[src/rivm_pkg.sv]
// Constants shared by the reset and interrupt vector map
package rivm_pkg;

  localparam int RIVM_AW     = 14;
  localparam int RIVM_NUM_W  = 5;
  localparam int RIVM_NUM_IRQ = 25;
  localparam int RIVM_NUM_VEC = 26;

  // Vector numbers are 1-based; the reset vector is number 1
  localparam logic [RIVM_NUM_W-1:0] RIVM_VEC_RESET   = 5'h01;
  localparam logic [RIVM_NUM_W-1:0] RIVM_IRQ_NUM_OFS = 5'h02;
  localparam logic [RIVM_NUM_W-1:0] RIVM_VEC_LAST    = 5'h1a;

  localparam logic [RIVM_AW-1:0] RIVM_RESET_ADDR = 14'h0000;

  // Table addresses in one-word units, indexed by vector number minus one
  localparam logic [RIVM_AW-1:0] RIVM_TAB_ADDR [0:RIVM_NUM_VEC-1] = '{
    14'h0000,                                  // reset
    14'h0001, 14'h0002,                        // external requests
    14'h0003, 14'h0004, 14'h0005, 14'h0006,    // pin change groups, watchdog
    14'h0007, 14'h0008, 14'h0009,              // second 8-bit timer
    14'h000a, 14'h000b, 14'h000c, 14'h000d,    // 16-bit timer
    14'h000e, 14'h000f, 14'h0010,              // first 8-bit timer
    14'h0011, 14'h0012, 14'h0013, 14'h0014,    // SPI, USART
    14'h0015, 14'h0016, 14'h0017,              // ADC, nv data ready, comparator
    14'h0018, 14'h0019                         // two-wire, store ready
  };

  // Vector spacing in instruction words per variant class
  localparam int RIVM_SPACE_SMALL = 1;
  localparam int RIVM_SPACE_LARGE = 2;

  // Fuse level meaning programmed
  localparam logic RIVM_FUSE_PROG = 1'b0;

  localparam logic [RIVM_AW-1:0] RIVM_BOOT_START_DEF = 14'h0c00;

endpackage

[src/rivm_vector_map.sv]
// Reset and interrupt vector address map facing the core fetch logic
`timescale 1ns/1ns
`default_nettype none
// Function
// Vector spacing one word small, two large
// No boot section: vectors never relocate
// Boot variants: reset location from fuse
// Boot variants: vector base from relocate bit
// Any reset starts at vector one
// External requests zero, one at 0x001, 0x002
// Pin-change groups 0x003-0x005, watchdog 0x006
// Second 8-bit timer at 0x007-0x009
// 16-bit timer at 0x00A-0x00D
// First 8-bit timer at 0x00E-0x010
// SPI 0x011, USART 0x012-0x014
// ADC, nv memory, comparator 0x015-0x017
// Two-wire 0x018, store ready 0x019 last
// Relocated vector adds boot start address
// Programmed fuse puts reset at boot
// Lowest pending vector number served first
module rivm_vector_map
  import rivm_pkg::*;
#(
  parameter logic               HAS_BOOT   = 1'b0,
  parameter int                 VEC_WORDS  = RIVM_SPACE_SMALL,
  parameter logic [RIVM_AW-1:0] BOOT_START = RIVM_BOOT_START_DEF
)
(
  input  wire logic                    clk,
  input  wire logic                    reset_n,
  input  wire logic [RIVM_NUM_IRQ-1:0] irq_req,
  input  wire logic                    boot_reset_select_fuse,
  input  wire logic                    vector_relocate_bit,
  input  wire logic                    vector_taken,
  output logic                         vec_valid_q,
  output logic [RIVM_NUM_W-1:0]        vec_num_q,
  output logic [RIVM_AW-1:0]           vec_addr_q,
  output logic [RIVM_NUM_IRQ-1:0]      irq_ack_q
);

  function automatic logic [RIVM_AW-1:0] tab_addr(input logic [RIVM_NUM_W-1:0] num);
    logic [RIVM_NUM_W-1:0] pos;
    pos = num - RIVM_VEC_RESET;
    return RIVM_AW'(RIVM_TAB_ADDR[pos] * VEC_WORDS);
  endfunction

  logic                      strap_done_q;
  logic                      fuse_prog_q;
  logic                      reset_pend_q;
  logic                      vec_valid_d;
  logic [RIVM_NUM_W-1:0]     vec_num_d;
  logic [RIVM_AW-1:0]        vec_addr_d;
  logic [RIVM_NUM_IRQ-1:0]   irq_ack_d;

  wire                       take;
  wire                       irq_any;
  wire [RIVM_NUM_W-1:0]      irq_idx;
  wire [RIVM_NUM_IRQ-1:0]    req_eff;
  wire                       reloc;
  wire [RIVM_AW-1:0]         vec_base;
  wire [RIVM_AW-1:0]         reset_addr;
  wire [RIVM_NUM_W-1:0]      irq_num;

  assign take     = vec_valid_q & vector_taken;
  // Acked source is masked one cycle while its flag is being cleared
  assign req_eff  = irq_req & ~irq_ack_q;
  assign irq_num  = irq_idx + RIVM_IRQ_NUM_OFS;

  rivm_prio_enc u_prio (
    .req (req_eff),
    .any (irq_any),
    .idx (irq_idx)
  );

  assign reloc      = HAS_BOOT & vector_relocate_bit;
  assign vec_base   = reloc ? BOOT_START : RIVM_RESET_ADDR;
  assign reset_addr = (HAS_BOOT & fuse_prog_q) ? BOOT_START : RIVM_RESET_ADDR;

  // Drops for one cycle after each take so the core sees a fresh vector
  assign vec_valid_d = ~take & strap_done_q & (reset_pend_q | irq_any);
  assign vec_num_d   = reset_pend_q ? RIVM_VEC_RESET : irq_num;
  assign vec_addr_d  = reset_pend_q ? reset_addr : vec_base + tab_addr(irq_num);

  genvar gi;
  generate
    for (gi = 0; gi < RIVM_NUM_IRQ; gi++) begin : g_ack
      assign irq_ack_d[gi] = take & (vec_num_q == RIVM_NUM_W'(gi) + RIVM_IRQ_NUM_OFS);
    end
  endgenerate

  // Fuse caught once after reset release, never under the async reset
  always_ff @(posedge clk or negedge reset_n) begin
    if (!reset_n) begin
      strap_done_q <= 1'b0;
      fuse_prog_q  <= 1'b0;
    end else if (!strap_done_q) begin
      strap_done_q <= 1'b1;
      fuse_prog_q  <= (boot_reset_select_fuse == RIVM_FUSE_PROG);
    end
  end

  always_ff @(posedge clk or negedge reset_n) begin
    if (!reset_n) begin
      reset_pend_q <= 1'b1;
    end else if (take && vec_num_q == RIVM_VEC_RESET) begin
      reset_pend_q <= 1'b0;
    end
  end

  always_ff @(posedge clk or negedge reset_n) begin
    if (!reset_n) begin
      vec_valid_q <= 1'b0;
      vec_num_q   <= RIVM_VEC_RESET;
      vec_addr_q  <= RIVM_RESET_ADDR;
      irq_ack_q   <= '0;
    end else begin
      vec_valid_q <= vec_valid_d;
      vec_num_q   <= vec_num_d;
      vec_addr_q  <= vec_addr_d;
      irq_ack_q   <= irq_ack_d;
    end
  end
endmodule // rivm_vector_map
`default_nettype wire

[src/rivm_prio_enc.sv]
// Lowest-index-first priority encoder over pending requests
`timescale 1ns/1ns
`default_nettype none
module rivm_prio_enc
  import rivm_pkg::*;
(
  input  wire logic [RIVM_NUM_IRQ-1:0] req,
  output logic                         any,
  output logic [RIVM_NUM_W-1:0]        idx
);

  always_comb begin
    any = 1'b0;
    idx = '0;
    // Descending scan so the lowest set index wins
    for (int i = RIVM_NUM_IRQ - 1; i >= 0; i--) begin
      if (req[i]) begin
        any = 1'b1;
        idx = RIVM_NUM_W'(i);
      end
    end
  end

endmodule // rivm_prio_enc
`default_nettype wire

[config.mk]
export PLATFORM = sky130hd
export DESIGN_NAME = rivm_vector_map
export DESIGN_NICKNAME = d
export VERILOG_FILES = /design/src/rivm_pkg.sv /design/src/rivm_vector_map.sv /design/src/rivm_prio_enc.sv
export SDC_FILE = /design/constraint.sdc
export NUM_CORES = 1
export LEC_CHECK = 0
export BUFFER_PORTS_ARGS = -buffer_cell sky130_fd_sc_hd__buf_2
export CORE_MARGIN = 1.5
export CORE_UTILIZATION = 44
export DETAILED_ROUTE_END_ITERATION = 10
export GPL_ROUTABILITY_DRIVEN = 0
export PLACE_DENSITY = 0.78
export SYNTH_ARGS = -nofsm -noshare
export SYNTH_HDL_FRONTEND = slang
export SYNTH_SLANG_ARGS = --single-unit
[constraint.sdc]
create_clock -name clk -period 2.4 [get_ports clk]
set_input_delay 0.36 -clock clk [delete_from_list [all_inputs] [get_ports clk]]
set_output_delay 0.36 -clock clk [all_outputs]
set_load 0.1 [all_outputs]
==> key figures <==
Routing
  • Pre-antenna DRT Iters: 4
  • Total Wirelength: 4650 um
  • Post-DRT Antenna Nets: 0
  • Vias/cell: 5.00
  • Vias: 1676
  • DRC errors left: 0
  • DR iter-0 viols: 54
  • WL/cell: 13.9 um

Placed design
  • Hpwl dp: 3570 um
  • Pre-CTS setup slack: -0.216 ns
  • I/O Buffers: 63
  • Placed insts: 325

STA
  • Worst slew pin tran: 0.812 ns
  • Max-Slew Margin vs Limit: 45.8%
  • RSZ-0062 raised after global routing: true
  • Setup violations, final: 4
  • Post-Route Skew: 0.00500 ns
  • Tmin final: 2.66 ns
  • Max-slew violations: 0
  • Max Clock Freq: 375 MHz
  • Period Utilization, post-route: 111%
  • Final Hold Viols: 0
  • Setup ws final: -0.265 ns

Status
  • Run status: complete, but fails checks
  • Violated checks: setup timing

Worst setup path
  • Critical path's top delay family: compound AO/OA/AOI/OAI gates
  • Reg-to-reg startpoint: irq_ack_q[22]$_DFF_PN0_
  • Endpoint type of the worst setup path: register
  • Req. time, crit path: 2.58 ns
  • Worst flop-to-flop path endpoint: vec_addr_q[2]$_DFF_PN0_
  • CP Class: reg -> reg
  • Crit path cell chain: nand2b_4, a221o_1, o211ai_1, a21oi_2, a311oi_2, ha_2, xor2_2, a211o_1, a311oi_1
  • Critical path arrival: 2.85 ns
  • Crit-path max FO: 3
  • CP bufs+invs: 0
  • Crit-path max cell delay: 0.47 ns
  • Depth of the worst register-to-register path: 9
  • Kind of start point of the critical path: register
  • Crit-path slowest cell: dfrtp_4
  • Register-to-register path setup slack: -0.26 ns

Finish
  • Nets: 314
  • Footprint of the multi-input gates: 1000 um2
  • Diodes inserted: 0
  • Fillcell total: 371
  • Area grow syn2layout: 31.4%
  • Area occupied by registers: 987 um2
  • Post-route insts no fill: 335
  • Layout cell share with drive strength beyond 1: 48.8%
  • Finished Core Util: 60.0%

Global route
  • Initial antenna violation count: 0
  • Vias in the first global route: 1643
  • First-pass GRT wire length: 7580 um
  • GRT Total Usage: 19.8%
  • Largest net degree at the start of global routing: 39
  • GRT overflow: 0

Synth
  • Synth top cells by count: 36 x dfrtp_1, 32 x nor2_1, 18 x nand2b_1
  • Yosys top cell area share: 45.3%
  • Post-synth EDFFs: 0
  • Cells after Synth: 198
  • Yosys warns: 0
  • Synth Area in Adders: 1.26%
  • Share of the yosys chip area belonging to registers: 48.0%
  • Synth area leader: dfrtp_1
  • Mux cell area share after synthesis: 0%
  • Synth top area cells: dfrtp_1 45%, nor2_1 6.0%, nand2b_1 5.7%
  • Ys flop type: dfrtp_1
  • Compound-Gate Fraction of Synth Area: 9.82%
  • Syn Area/Cell: 10.0 um2
  • Most frequent cell after synthesis: dfrtp_1
  • Area share of and/or/nand/nor cells after synthesis: 34.2%
  • Mapped cell area: 1990 um2
  • Asr flop ratio synth: 100%
  • Post-Synth XOR/XNOR Area: 1.70%
  • Distinct cells, synth: 47
  • Yosys reg bits: 38
  • Largest family of logic cells by synthesized area: simple AND/OR/NAND/NOR gates

Clocking
  • Clock root cell: clkbuf_8
  • CTS sink cnt: 38
  • Reg clk slew, reported paths: 0.07 ns
  • Clock H-tree levels: 2
  • Total CTS buffers: 5
  • CTS tree: yes
  • Clock Path Buffers: 2
  • Worst skew pair latency: 0.29 ns

Pwr
  • Internal: 985 uW
  • Logic pwr share: 25.5%
  • Max VDD drop: 0.000310 V
  • Switching Fraction: 34.8%
  • Psw: 525 uW
  • Leakage: 1.27 nW
  • Portion of total power attributed to the clock network: 29.7%
  • Seq pwr share: 44.9%
  • Power per cell area: 578 nW/um2

Floorplanning
  • Die area: 4930 um2
  • I/O pin count: 75
  • DIE WIDTH: 70.2 um
  • Core box area: 4350 um2
  • Die span in y: 70.2 um
  • Starting Density: 45.7%
  • Row cnt: 24

Flow run
  • Total of max-cap violations: 0

Min path
  • Worst Hold Class: in -> async
-- kinds of logic after synthesis --
group / after synthesis
buffers and inverters: 16
adder cells (fa/ha/maj): 2
flip-flops: 38
other: 2
AO/OA/AOI/OAI: 25
AND/OR/NAND/NOR: 112
XOR/XNOR: 3
-- cells in the final DEF (no fill, tap or decap), types with 2 or more instances in the layout --
cell type  Yosys  layout
buf_2          0      63
nor2_1        32      32
dfrtp_2        0      21
buf_4          9      18
nand2b_1      18      17
nor2b_1       14      13
dfrtp_1       36      13
nand2_1       12      12
conb_1         2      10
nor3_1         7       7
clkbuf_8       0       6
o211ai_1       5       5
nor2b_4        4       4
inv_1          4       4
nand2b_2       3       3
a21oi_1        4       3
a311oi_1       4       3
o21ai_0        3       3
nor4_4         2       2
nand2b_4       1       2
nand4_1        2       2
and3_1         2       2
xnor2_1        2       2
nand3_1        2       2
clkbuf_1       3       2
dfrtp_4        0       2
dfstp_2        2       2
-- power by group through the flow --
stage	Sequential (mW)	Clock (mW)	Combinational (mW)
final	0.678	0.448	0.384
after global routing	0.681	0.482	0.406
after CTS	0.678	0.453	0.383
after detailed placement	0.689	0	0.381
after global placement	0.690	0	0.376
after floorplan	0.817	0	0.169
-- what timing repair did --
action                                  in CTS  in global routing
endpoints found under the setup margin       4                  4
pin swaps                                    0                  1
buffers inserted                             1                  1
hold buffers                                 0                  0
cloned                                       0                  0
gates resized for setup                      1                  1
-- per-stage QoR --
step / instance area [um2] / power [mW] / hold WS (ns) / TNS (ns)
2_1_floorplan: 2080 / 0.986 / 0.0644 / -0.619
3_3_place_gp: 2500 / 1.07 / 0.489 / -0.393
3_5_place_dp: 2500 / 1.07 / 0.481 / -0.561
4_1_cts: 2600 / 1.51 / 0.185 / -0.720
5_1_grt: 2610 / 1.57 / 0.226 / -1.22
6_report: 2610 / 1.51 / 0.160 / -0.701
-- state kept, by name, summed over array words and instances, names as in the netlist --
name          flops
vec_valid_q       1
vec_addr_q        5
strap_done_q      1
irq_ack_q        25
vec_num_q         5
reset_pend_q      1
-- layer usage --
| metal | track usage [%] | up-vias | routed length, um |
|---|---|---|---|
| li1 | - | 823 | - |
| met1 | 26.3 | 802 | 2090 |
| met2 | 31.4 | 43 | 2260 |
| met3 | 4.04 | 8 | 205 |
| met4 | 8.76 | 0 | 99 |
| met5 | 0 | - | 0 |
-- worst max-delay path by stage --
| stage | startpoint | end | slack (ns) | cells after the start |
|---|---|---|---|---|
| floorplan | irq_ack_q[22]$_DFF_PN0_ | vec_addr_q[1]$_DFF_PN0_ | -0.20 | 9 |
| global placement | irq_ack_q[22]$_DFF_PN0_ | vec_addr_q[2]$_DFF_PN0_ | -0.15 | 9 |
| detailed placement | irq_ack_q[22]$_DFF_PN0_ | vec_addr_q[1]$_DFF_PN0_ | -0.22 | 10 |
| CTS | irq_ack_q[22]$_DFF_PN0_ | vec_addr_q[1]$_DFF_PN0_ | -0.25 | 9 |
| global route | irq_ack_q[22]$_DFF_PN0_ | vec_addr_q[2]$_DFF_PN0_ | -0.39 | 10 |
| finish | irq_ack_q[22]$_DFF_PN0_ | vec_addr_q[2]$_DFF_PN0_ | -0.26 | 9 |
-- final cells by class --
cell class	instances	area share (%)
Sequential cell	38	37.8
Multi-Input combinational cell	152	38.5
Clock buffer	8	3.45
Timing Repair Buffer	81	17.2
Inverter	4	0.575
Tap cell	52	2.49
No activity file was read; power rests on OpenSTA's default activity.
